[src/cmo_pkg.sv]
// Purpose: shared constants and carriers for the core memory block
// Assumes: one clock, synchronous reset, offsets are in-bank byte offsets
// Notes: program size mask picks the larger variant
package cmo_pkg;
    localparam logic [6:0] OFF_IND0 = 7'h00;
    localparam logic [6:0] OFF_IND1 = 7'h01;
    localparam logic [6:0] OFF_PCL = 7'h02;
    localparam logic [6:0] OFF_STATUS = 7'h03;
    localparam logic [6:0] OFF_PTR0L = 7'h04;
    localparam logic [6:0] OFF_PTR0H = 7'h05;
    localparam logic [6:0] OFF_PTR1L = 7'h06;
    localparam logic [6:0] OFF_PTR1H = 7'h07;
    localparam logic [6:0] OFF_BSR = 7'h08;
    localparam logic [6:0] OFF_WORKING_REGISTER = 7'h09;
    localparam logic [6:0] OFF_PC_HIGH_LATCH = 7'h0A;
    localparam logic [6:0] OFF_INTERRUPT_CONTROL = 7'h0B;
    localparam logic [6:0] OFF_SFR_HI = 7'h1F;
    localparam logic [6:0] OFF_GPR_LO = 7'h20;
    localparam logic [6:0] OFF_GPR_HI = 7'h6F;
    localparam logic [4:0] POWER_CONTROL_REGISTER_BANK = 5'h01;
    localparam logic [6:0] OFF_POWER_CONTROL_REGISTER = 7'h16;
    localparam int POWER_CONTROL_REGISTER_OVF = 7;
    localparam int POWER_CONTROL_REGISTER_UNF = 6;
    localparam int ST_C = 0;
    localparam int ST_DC = 1;
    localparam int ST_Z = 2;
    localparam int GPR_PER_BANK = 80;
    localparam int GPR_BANKS = 4;
    localparam int COMMON_BYTES = 16;
    localparam int GPR_TOTAL = GPR_BANKS * GPR_PER_BANK;
    localparam int RAM_DEPTH = GPR_TOTAL + COMMON_BYTES;
    localparam int RAM_AW = 9;
    localparam int STK_DEPTH = 16;
    localparam int STK_AW = 4;
    localparam int PC_W = 15;
    localparam logic [4:0] STK_FULL = 5'h10;
    localparam logic [14:0] PM_MASK = 15'h0FFF;
    localparam logic [14:0] RESET_VEC = 15'h0000;
    localparam logic [14:0] INT_VEC = 15'h0004;
    localparam int PTR_PM_BIT = 15;
    localparam logic [15:0] TRAD_TOP = 16'h0FFF;
    localparam logic [15:0] LIN_BASE = 16'h2000;
    localparam logic [15:0] LIN_TOP = 16'(int'(LIN_BASE) + GPR_TOTAL - 1);
    localparam logic [7:0] BYTE_RST = 8'h00;

    typedef enum logic [1:0] {
        ALU_ADD = 2'b00,
        ALU_SUB = 2'b01,
        ALU_LOGIC = 2'b10
    } cmo_alu_op_t;

    typedef enum logic [2:0] {
        RG_NONE = 3'b000,
        RG_CORE = 3'b001,
        RG_SFR = 3'b010,
        RG_POWER_CONTROL_REGISTER = 3'b011,
        RG_GPR = 3'b100,
        RG_PM = 3'b101
    } cmo_region_t;

    typedef struct packed {
        logic step;
        logic jump;
        logic call;
        logic ret;
        logic int_entry;
        logic [10:0] target;
    } cmo_seq_t;

    typedef struct packed {
        logic valid;
        cmo_alu_op_t op;
        logic [7:0] a;
        logic [7:0] b;
    } cmo_alu_t;

    typedef struct packed {
        logic wr;
        logic rd;
        logic [11:0] addr;
        logic [7:0] wdata;
    } cmo_sfr_t;
endpackage : cmo_pkg

[src/cmo_ram.sv]
// Purpose: small two-port memory with registered read data
// Assumes: addresses stay below DEPTH
// Notes: write-first, a just-written word reads back at once
`timescale 1ns/1ps
module cmo_ram #(
    parameter int W = 8,
    parameter int DEPTH = 16,
    parameter int AW = 4
) (
    input wire logic clk_sys, // core clock
    input wire logic we, // write enable
    input wire logic [AW-1:0] waddr, // write address
    input wire logic [W-1:0] wdata, // write data
    input wire logic [AW-1:0] raddr, // read address
    output logic [W-1:0] rdata_q // read data, next cycle
);
    logic [W-1:0] mem [DEPTH];

    always_ff @(posedge clk_sys) begin
        if (we) begin
            mem[waddr] <= wdata;
        end
    end

    // bypass so a push followed by a pop sees the new word
    always_ff @(posedge clk_sys) begin
        if (we && (waddr == raddr)) begin
            rdata_q <= wdata;
        end else begin
            rdata_q <= mem[raddr];
        end
    end
endmodule : cmo_ram

[src/cmo_core_mem.sv]
// Purpose: core registers, banking, pointers, stack and pc of an 8-bit core
// Assumes: sequencer and alu requests come from logic on clk_sys
// Notes: one access per cycle on the register port
`timescale 1ns/1ps
module cmo_core_mem
    import cmo_pkg::*;
(
    input wire logic clk_sys, // core clock
    input wire logic srst, // power-up reset
    input wire logic [6:0] reg_addr, // in-bank offset
    input wire logic [7:0] reg_wdata, // write data
    input wire logic reg_wr, // write strobe
    input wire logic reg_rd, // read strobe
    output logic [7:0] reg_rdata, // read data, next cycle
    input cmo_seq_t seq_cmd, // pc and stack commands
    input cmo_alu_t alu_req, // alu operands
    output logic [7:0] alu_result_q, // last alu result
    input wire logic wdt_clear, // watchdog clear executed
    input wire logic sleep_exec, // sleep executed
    input wire logic wdt_timeout, // watchdog expired
    input wire logic stack_rst_en, // reset on stack error
    output logic soft_reset_q, // software reset pulse
    output logic extra_cycle_q, // add one instruction cycle
    output logic [14:0] pc_q, // program counter
    output logic [14:0] pm_addr0_q, // program address, pointer 0
    output logic [14:0] pm_addr1_q, // program address, pointer 1
    input wire logic [13:0] pm_data0, // program word, pointer 0
    input wire logic [13:0] pm_data1, // program word, pointer 1
    output cmo_sfr_t sfr_acc_q, // peripheral access
    input wire logic [7:0] sfr_rdata, // peripheral read data
    output logic [7:0] working_register_q, // working register
    output logic [7:0] interrupt_control_q, // interrupt control
    output logic stack_overflow_flag_q, // stack overflow seen
    output logic stack_underflow_flag_q // stack underflow seen
);
    logic [15:0] ptr0_q;
    logic [15:0] ptr1_q;
    logic [4:0] bank_q;
    logic [6:0] pc_high_latch_q;
    logic [2:0] flags_q;
    logic to_q;
    logic pd_q;
    logic [4:0] sp_q;
    logic [4:0] sp_d;
    logic [14:0] pc_d;
    logic [14:0] tos;
    logic ind;
    logic [15:0] ea;
    logic [4:0] ea_bank;
    logic [6:0] ea_off;
    cmo_region_t rg;
    cmo_region_t rsel_q;
    logic [RAM_AW-1:0] ram_idx;
    logic [7:0] ram_q;
    logic [7:0] rdata_q;
    logic [7:0] core_rd;
    logic [13:0] pm_sel;
    logic ram_we;
    logic wr_core;
    logic wr_status;
    logic wr_power_control_register;
    logic push;
    logic pop;
    logic ovf_ev;
    logic unf_ev;
    logic stk_we;
    logic [14:0] push_val;
    logic [7:0] b_eff;
    logic cin;
    logic [8:0] sum;
    logic [4:0] nib;
    logic [7:0] res;
    logic [2:0] fl_new;
    logic [2:0] fl_mask;
    logic [2:0] fl_base;

    assign ind = (reg_addr == OFF_IND0) || (reg_addr == OFF_IND1);
    assign ea = !ind ? {4'h0, bank_q, reg_addr} : ((reg_addr == OFF_IND0) ? ptr0_q : ptr1_q);
    assign ea_bank = ea[11:7];
    assign ea_off = ea[6:0];
    assign pm_sel = (reg_addr == OFF_IND0) ? pm_data0 : pm_data1;

    always_comb begin
        rg = RG_NONE;
        ram_idx = '0;
        if (ea[PTR_PM_BIT]) begin
            rg = RG_PM;
        end else if (ea <= TRAD_TOP) begin
            if (ind && (ea_off <= OFF_IND1)) begin
                // a window seen through a pointer is empty, no recursion
                rg = RG_NONE;
            end else if (ea_off <= OFF_INTERRUPT_CONTROL) begin
                rg = RG_CORE;
            end else if (ea_off <= OFF_SFR_HI) begin
                rg = ((ea_bank == POWER_CONTROL_REGISTER_BANK) && (ea_off == OFF_POWER_CONTROL_REGISTER)) ? RG_POWER_CONTROL_REGISTER : RG_SFR;
            end else if (ea_off <= OFF_GPR_HI) begin
                if (int'(ea_bank) < GPR_BANKS) begin
                    rg = RG_GPR;
                    ram_idx = RAM_AW'(int'(ea_bank) * GPR_PER_BANK + int'(ea_off) - int'(OFF_GPR_LO));
                end
            end else begin
                rg = RG_GPR;
                ram_idx = RAM_AW'(GPR_TOTAL + int'(ea_off[3:0]));
            end
        end else if ((ea >= LIN_BASE) && (ea <= LIN_TOP)) begin
            rg = RG_GPR;
            ram_idx = RAM_AW'(ea - LIN_BASE);
        end
    end

    assign ram_we = reg_wr && (rg == RG_GPR);
    assign wr_core = reg_wr && (rg == RG_CORE);
    assign wr_status = wr_core && (ea_off == OFF_STATUS);
    assign wr_power_control_register = reg_wr && (rg == RG_POWER_CONTROL_REGISTER);

    cmo_ram #(
        .W(8),
        .DEPTH(RAM_DEPTH),
        .AW(RAM_AW)
    ) u_gpr (
        .clk_sys(clk_sys),
        .we(ram_we),
        .waddr(ram_idx),
        .wdata(reg_wdata),
        .raddr(ram_idx),
        .rdata_q(ram_q)
    );

    always_comb begin
        unique case (ea_off)
            OFF_PCL: core_rd = pc_q[7:0];
            OFF_STATUS: core_rd = {3'b000, to_q, pd_q, flags_q};
            OFF_PTR0L: core_rd = ptr0_q[7:0];
            OFF_PTR0H: core_rd = ptr0_q[15:8];
            OFF_PTR1L: core_rd = ptr1_q[7:0];
            OFF_PTR1H: core_rd = ptr1_q[15:8];
            OFF_BSR: core_rd = {3'b000, bank_q};
            OFF_WORKING_REGISTER: core_rd = working_register_q;
            OFF_PC_HIGH_LATCH: core_rd = {1'b0, pc_high_latch_q};
            OFF_INTERRUPT_CONTROL: core_rd = interrupt_control_q;
            default: core_rd = BYTE_RST;
        endcase
    end

    always_ff @(posedge clk_sys) begin
        if (srst) begin
            rsel_q <= RG_NONE;
            rdata_q <= BYTE_RST;
        end else if (reg_rd) begin
            rsel_q <= rg;
            unique case (rg)
                RG_CORE: rdata_q <= core_rd;
                RG_PM: rdata_q <= pm_sel[7:0];
                RG_POWER_CONTROL_REGISTER: rdata_q <= {stack_overflow_flag_q, stack_underflow_flag_q, 6'b000000};
                default: rdata_q <= BYTE_RST;
            endcase
        end else begin
            rsel_q <= RG_NONE;
        end
    end

    // ram and peripheral data are already one cycle old here
    always_comb begin
        unique case (rsel_q)
            RG_GPR: reg_rdata = ram_q;
            RG_SFR: reg_rdata = sfr_rdata;
            RG_CORE, RG_PM, RG_POWER_CONTROL_REGISTER: reg_rdata = rdata_q;
            default: reg_rdata = BYTE_RST;
        endcase
    end

    always_ff @(posedge clk_sys) begin
        if (srst) begin
            sfr_acc_q <= '0;
        end else begin
            sfr_acc_q.wr <= reg_wr && (rg == RG_SFR);
            sfr_acc_q.rd <= reg_rd && (rg == RG_SFR);
            sfr_acc_q.addr <= {ea_bank, ea_off};
            sfr_acc_q.wdata <= reg_wdata;
        end
    end

    always_ff @(posedge clk_sys) begin
        if (srst) begin
            extra_cycle_q <= 1'b0;
        end else begin
            extra_cycle_q <= (reg_rd || reg_wr) && ind && (rg == RG_PM);
        end
    end

    always_ff @(posedge clk_sys) begin
        if (srst) begin
            ptr0_q <= 16'h0000;
            ptr1_q <= 16'h0000;
        end else if (wr_core) begin
            if (ea_off == OFF_PTR0L) ptr0_q[7:0] <= reg_wdata;
            if (ea_off == OFF_PTR0H) ptr0_q[15:8] <= reg_wdata;
            if (ea_off == OFF_PTR1L) ptr1_q[7:0] <= reg_wdata;
            if (ea_off == OFF_PTR1H) ptr1_q[15:8] <= reg_wdata;
        end
    end

    always_ff @(posedge clk_sys) begin
        if (srst) begin
            pm_addr0_q <= RESET_VEC;
            pm_addr1_q <= RESET_VEC;
        end else begin
            pm_addr0_q <= ptr0_q[14:0] & PM_MASK;
            pm_addr1_q <= ptr1_q[14:0] & PM_MASK;
        end
    end

    always_ff @(posedge clk_sys) begin
        if (srst) begin
            bank_q <= 5'h00;
        end else if (wr_core && (ea_off == OFF_BSR)) begin
            bank_q <= reg_wdata[4:0];
        end
    end

    always_ff @(posedge clk_sys) begin
        if (srst) begin
            working_register_q <= BYTE_RST;
            pc_high_latch_q <= 7'h00;
            interrupt_control_q <= BYTE_RST;
        end else if (wr_core) begin
            if (ea_off == OFF_WORKING_REGISTER) working_register_q <= reg_wdata;
            if (ea_off == OFF_PC_HIGH_LATCH) pc_high_latch_q <= reg_wdata[6:0];
            if (ea_off == OFF_INTERRUPT_CONTROL) interrupt_control_q <= reg_wdata;
        end
    end

    assign cin = (alu_req.op == ALU_SUB);
    assign b_eff = cin ? ~alu_req.b : alu_req.b;
    assign sum = {1'b0, alu_req.a} + {1'b0, b_eff} + {8'h00, cin};
    assign nib = {1'b0, alu_req.a[3:0]} + {1'b0, b_eff[3:0]} + {4'h0, cin};
    assign res = (alu_req.op == ALU_LOGIC) ? alu_req.a : sum[7:0];
    assign fl_new = {res == 8'h00, nib[4], sum[8]};
    assign fl_mask = (alu_req.op == ALU_LOGIC) ? 3'b100 : 3'b111;
    assign fl_base = wr_status ? reg_wdata[2:0] : flags_q;

    always_ff @(posedge clk_sys) begin
        if (srst) begin
            flags_q <= 3'b000;
            alu_result_q <= BYTE_RST;
        end else if (alu_req.valid) begin
            flags_q <= (fl_base & ~fl_mask) | (fl_new & fl_mask);
            alu_result_q <= res;
        end else begin
            flags_q <= fl_base;
        end
    end

    // expiry and sleep bits ignore writes
    always_ff @(posedge clk_sys) begin
        if (srst) begin
            to_q <= 1'b1;
            pd_q <= 1'b1;
        end else begin
            if (wdt_timeout) to_q <= 1'b0;
            else if (wdt_clear || sleep_exec) to_q <= 1'b1;
            if (sleep_exec) pd_q <= 1'b0;
            else if (wdt_clear) pd_q <= 1'b1;
        end
    end

    // stack pointer, empty at 0, full at 16
    assign push = seq_cmd.call || seq_cmd.int_entry;
    assign pop = seq_cmd.ret && !push;
    assign ovf_ev = push && (sp_q == STK_FULL);
    assign unf_ev = pop && (sp_q == 5'h00);
    assign stk_we = push && !ovf_ev;
    assign push_val = seq_cmd.int_entry ? pc_q : ((pc_q + 15'h0001) & PM_MASK);

    always_comb begin
        sp_d = sp_q;
        if (stk_we) begin
            sp_d = sp_q + 5'h01;
        end else if (pop && !unf_ev) begin
            sp_d = sp_q - 5'h01;
        end
    end

    always_ff @(posedge clk_sys) begin
        if (srst) begin
            sp_q <= 5'h00;
        end else begin
            sp_q <= sp_d;
        end
    end

    // return addresses kept off data memory
    cmo_ram #(
        .W(PC_W),
        .DEPTH(STK_DEPTH),
        .AW(STK_AW)
    ) u_stack (
        .clk_sys(clk_sys),
        .we(stk_we),
        .waddr(sp_q[STK_AW-1:0]),
        .wdata(push_val),
        .raddr(STK_AW'(sp_d - 5'h01)),
        .rdata_q(tos)
    );

    // sticky flags, set wins over clear
    always_ff @(posedge clk_sys) begin
        if (srst) begin
            stack_overflow_flag_q <= 1'b0;
            stack_underflow_flag_q <= 1'b0;
            soft_reset_q <= 1'b0;
        end else begin
            if (ovf_ev) stack_overflow_flag_q <= 1'b1;
            else if (wr_power_control_register && !reg_wdata[POWER_CONTROL_REGISTER_OVF]) stack_overflow_flag_q <= 1'b0;
            if (unf_ev) stack_underflow_flag_q <= 1'b1;
            else if (wr_power_control_register && !reg_wdata[POWER_CONTROL_REGISTER_UNF]) stack_underflow_flag_q <= 1'b0;
            soft_reset_q <= (ovf_ev || unf_ev) && stack_rst_en;
        end
    end

    // every new pc is masked to the array
    always_comb begin
        pc_d = pc_q;
        if (seq_cmd.int_entry) begin
            pc_d = INT_VEC;
        end else if (seq_cmd.call || seq_cmd.jump) begin
            pc_d = {pc_high_latch_q[6:3], seq_cmd.target};
        end else if (seq_cmd.ret) begin
            pc_d = tos;
        end else if (wr_core && (ea_off == OFF_PCL)) begin
            pc_d = {pc_high_latch_q, reg_wdata};
        end else if (seq_cmd.step) begin
            pc_d = pc_q + 15'h0001;
        end
        pc_d = pc_d & PM_MASK;
    end

    always_ff @(posedge clk_sys) begin
        if (srst) begin
            pc_q <= RESET_VEC;
        end else begin
            pc_q <= pc_d;
        end
    end
endmodule : cmo_core_mem

[config.mk]
export PLATFORM = sky130hd
export DESIGN_NAME = cmo_core_mem
export DESIGN_NICKNAME = d
export VERILOG_FILES = /design/src/cmo_pkg.sv /design/src/cmo_ram.sv /design/src/cmo_core_mem.sv
export SDC_FILE = /design/constraint.sdc
export NUM_CORES = 2
export LEC_CHECK = 0
export ABC_AREA = 1
export BUFFER_PORTS_ARGS = -buffer_cell sky130_fd_sc_hd__buf_4
export CAP_MARGIN = 20
export CORE_AREA = 2 2 467 469
export DETAILED_ROUTE_END_ITERATION = 8
export DIE_AREA = 0 0 469 471
export PLACE_DENSITY = 0.76
export RECOVER_POWER = 25
export SLEW_MARGIN = 15
export SYNTH_ARGS = -nofsm -noshare
export SYNTH_HDL_FRONTEND = slang
export SYNTH_SLANG_ARGS = --single-unit
[constraint.sdc]
create_clock -name clk_sys -period 5.5 [get_ports clk_sys]
set_clock_uncertainty 0.1 [all_clocks]
set_input_delay 1.1 -clock clk_sys [delete_from_list [all_inputs] [get_ports clk_sys]]
set_output_delay 1.1 -clock clk_sys [all_outputs]
set_load 0.02 [all_outputs]
==> results by group <==
Power and ir drop
  • Portion of total power attributed to sequential cells: 49.7%
  • Total power per unit cell area: 365 nW/um^2
  • Combinational group share of total power: 10.1%
  • Worst vdd rail ir drop: 0.000326 V
  • Clock power share: 40.2%
  • Cell-internal power: 38,900 uW
  • Switching share of total power: 24.4%
  • Leakage: 0.0477 uW
  • Net load switching power: 12,600 uW

Clock network
  • CTS buffer count: 314
  • Maximum buffer depth of the clock tree: 4
  • Number of buffers inserted for hold repair after clock tree synthesis: 0
  • Clock insertion delay at the later pin of the skew report: 960 ps
  • Clock-pin transition on the worst setup and hold timing paths: 60 ps
  • CTS HTree Levels: 5
  • Count of clock tree sinks: 3,044
  • CTS tree: built
  • Root buffer selected by CTS: clkbuf_16

Floorplanning
  • Width of the die: 469 microns
  • Die area: 221,000 sq um
  • Effective utilization at floorplan: 56.6%
  • Cell row count: 171
  • I/O pin count: 197
  • Die span in y: 471 microns
  • Area of the core: 216,000 sq um

Timing
  • Timing-limited maximum frequency: 180 MHz
  • Worst slew margin relative to its limit: -235%
  • Final min period: 5550 ps
  • Post-route worst setup slack: -54.6 ps
  • Final hold violations: 0
  • Slew Viols, Final: 1,251
  • Final critical-path share of the clock period: 101%
  • Unrepaired setup endpoints after global routing: true
  • Total of endpoints with negative setup slack in the final report: 1
  • Setup_tns: -54.6 ps
  • Slew of the pin with the lowest slew margin: 5030 ps

Drt
  • Number of routed nets with antenna violations: 0
  • Final routed wirelength across all metal layers: 372,000 microns
  • DR DRC count: 0
  • Average routed wire per standard cell: 27.4 microns
  • Number of violations reported at the end of detailed-routing iteration 0: 14,700
  • Vias after detailed routing: 88,300
  • Average vias per placed instance: 6.49
  • Number of detailed-route iterations in the first pass: 7

Place
  • Global placer's final weighted congestion: 0.974
  • Port buffer count: 175
  • Half-perimeter wire length after placement: 210,000 microns
  • Total placed instance area: 130,000 sq um

Logic synthesis
  • Proportion of register bits with asynchronous set or reset after synthesis: 0%
  • Dominant synthesized flop cell: edfxtp_1
  • Count of unique library cells instantiated by Yosys: 54
  • Fraction of the yosys area taken by sequential cells: 73.4%
  • Synth Warn #: 0
  • Cells after synthesis: 10,100
  • EDFF count, synth: 2,880
  • Average instance area after synthesis: 12.1 sq um
  • Flops & latches, synth: 3,044
  • Syn Std Cell Area: 122,000 sq um

Finish
  • Commonest cells after routing, fill and taps aside: 2,880 x edfxtp_1, 2,028 x nor2_1, 1,683 x o21ai_0
  • Net count of the finished layout: 10,700
  • Most common cell after layout, fill and taps aside: edfxtp_1
  • Ratio of cells with drive above 1 in the final layout: 13.0%
  • Layout area overhead: 15.4%
  • Final cell area excluding filler cells: 141,000 sq um

Status
  • Failing checks: max-capacitance violations, max-slew violations, negative setup slack
  • Result of the run: finished with violations

Worst setup path
  • Data required time of the critical path: 4300 ps
  • Number of cells on the worst reg-to-reg path: 24
  • Worst setup EP type: primary output
  • Arrival @ worst endpoint: 4350 ps
  • Launching element type of the critical path: flop
  • Highest net fanout along the worst path: 78
  • R2r setup slk: 1020 ps
  • Worst R2R Start: ptr1_q[9]
  • Worst setup path class: flop to primary output

Global routing
  • Via count of the first global-routing pass: 84,600
  • Wire length of the first global-routing pass: 530,000 microns
  • Leftover overflow at the end of global routing: 0
  • Initial antenna violation count: 10
  • GRT Util Overall: 32.2%
  • Largest net degree at the start of global routing: 131

Min path
  • Worst hold-check path type: primary input to flop
  • Number of cells on the worst hold path: 2
  • Start point of the worst min-delay path: sleep_exec

Run
  • Max Cap Viol: 20
## worst max-delay path: stages (launching register included)
cell     delay (ps)
dfxtp_4         400
buf_4           170
buf_16          260
o21ai_0         210
o22ai_1         220
nand2_1          90
nand3_1         130
nand3_1         160
nand3_1         210
nand3_1         320
nand3_1         240
nand3_2         230
o21ai_2         210
nand2_1         110
nand3_1         110
buf_4           160
## final cells by class
cell class | instances | area [sq um]
flip-flops and latches | 3044 | 89800
fillers | 15300 | 74900
multi-input cells | 6184 | 29500
clock buffers | 378 | 8210
repair buffers | 831 | 7930
well taps | 2854 | 3570
clock inverters | 158 | 1570
inverters | 158 | 662
diodes | 5 | 12.5
repair inverters | 1 | 11.3
## logic make-up after synthesis
family / Yosys count / share of synthesized area [%]
other: 1 / 0.00306
AO/OA/AOI/OAI: 2666 / 11.9
adder cells (fa/ha/maj): 24 / 0.258
flip-flops: 3044 / 73.4
buffers and inverters: 889 / 2.79
AND/OR/NAND/NOR: 3454 / 11.5
XOR/XNOR: 31 / 0.222
## stage by stage
| stage | util, % | std cells | setup slack (ps) | total power [uW] | hold slack (ps) |
|---|---|---|---|---|---|
| detailed placement | 60.3 | 13000 | -76.4 | 30800 | 359 |
| global route | 65.3 | 13600 | -70.9 | 52800 | 250 |
| CTS | 65.1 | 13600 | -62.8 | 51200 | 217 |
| floorplan | - | 10100 | 235 | 28700 | 338 |
| global placement | 60.3 | 13000 | -19.7 | 30700 | 356 |
| finish | 65.3 | 13600 | -54.6 | 51500 | 245 |
## flip-flops by register name, indices dropped and copies added, names as in the netlist, 3 cells and up, named ones only
signal               cells
alu_result_q             8
bank_q                   5
flags_q                  3
interrupt_control_q      8
pc_high_latch_q          7
pc_q                    12
pm_addr0_q              12
pm_addr1_q              12
ptr0_q                  16
ptr1_q                  16
rdata_q                  8
rsel_q                   3
sfr_acc_q               22
sp_q                     5
u_gpr.mem             2688
u_stack.mem            192
working_register_q       8
## Yosys cell counts (3+ instances only)
cell	instances	area share (%)
a22oi_1	5	0.031
ha_1	22	0.22
o22ai_1	749	3.8
o21ai_0	1694	6.9
buf_4	10	0.061
dfxtp_1	164	2.7
o21ai_1	4	0.016
nor3_1	12	0.049
nor2_1	2028	6.2
buf_2	29	0.12
nor3_2	7	0.057
nand2_2	4	0.020
edfxtp_1	2880	71
a21oi_1	140	0.57
or2_2	20	0.10
o31ai_1	3	0.018
nand2_4	4	0.037
xnor2_1	12	0.086
clkinv_1	5	0.015
nor2_2	7	0.036
nand4_1	9	0.046
inv_1	137	0.42
xor2_1	19	0.14
nand2_1	775	2.4
o221ai_1	24	0.17
o21bai_1	11	0.067
nand3_2	8	0.065
clkbuf_1	635	1.9
nor2_4	4	0.037
buf_1	57	0.17
inv_2	15	0.046
o311ai_0	3	0.021
o211ai_1	18	0.11
nand3_1	568	2.3
## power groups by stage
| stage | registers [uW] | clock network (uW) | logic [uW] |
|---|---|---|---|
| 3_5_place_dp | 26100 | 0 | 4750 |
| 6_report | 25600 | 20700 | 5230 |
| 4_1_cts | 25600 | 20700 | 4930 |
| 5_1_grt | 25600 | 21600 | 5520 |
| 3_3_place_gp | 26100 | 0 | 4660 |
| 2_1_floorplan | 26000 | 0 | 2690 |
## timing repair
item / 4_1_cts / 5_1_grt
resized for setup: 44 / 58
pin swaps: 0 / 2
setup endpoints to repair: 8 / 8
setup buffers: 10 / 3
cloned: 11 / 18
## path summary, 6_finish.rpt
| check | endpoint |
|---|---|
| hold reg to reg | rdata_q[4] |
| hold / removal | pd_q |
| setup reg to reg | u_gpr.mem[310][2] |
| setup / recovery | reg_rdata[7] |
## routing by layer
layer	up-vias	part of all wire, %	track usage [%]
met5	-	0.021	0
met4	10	5.2	14.9
met3	1074	13	7.78
met2	6977	45	49.3
met1	42500	36	43.9
li1	37800	-	-
Power figures use the tool's default switching activity.
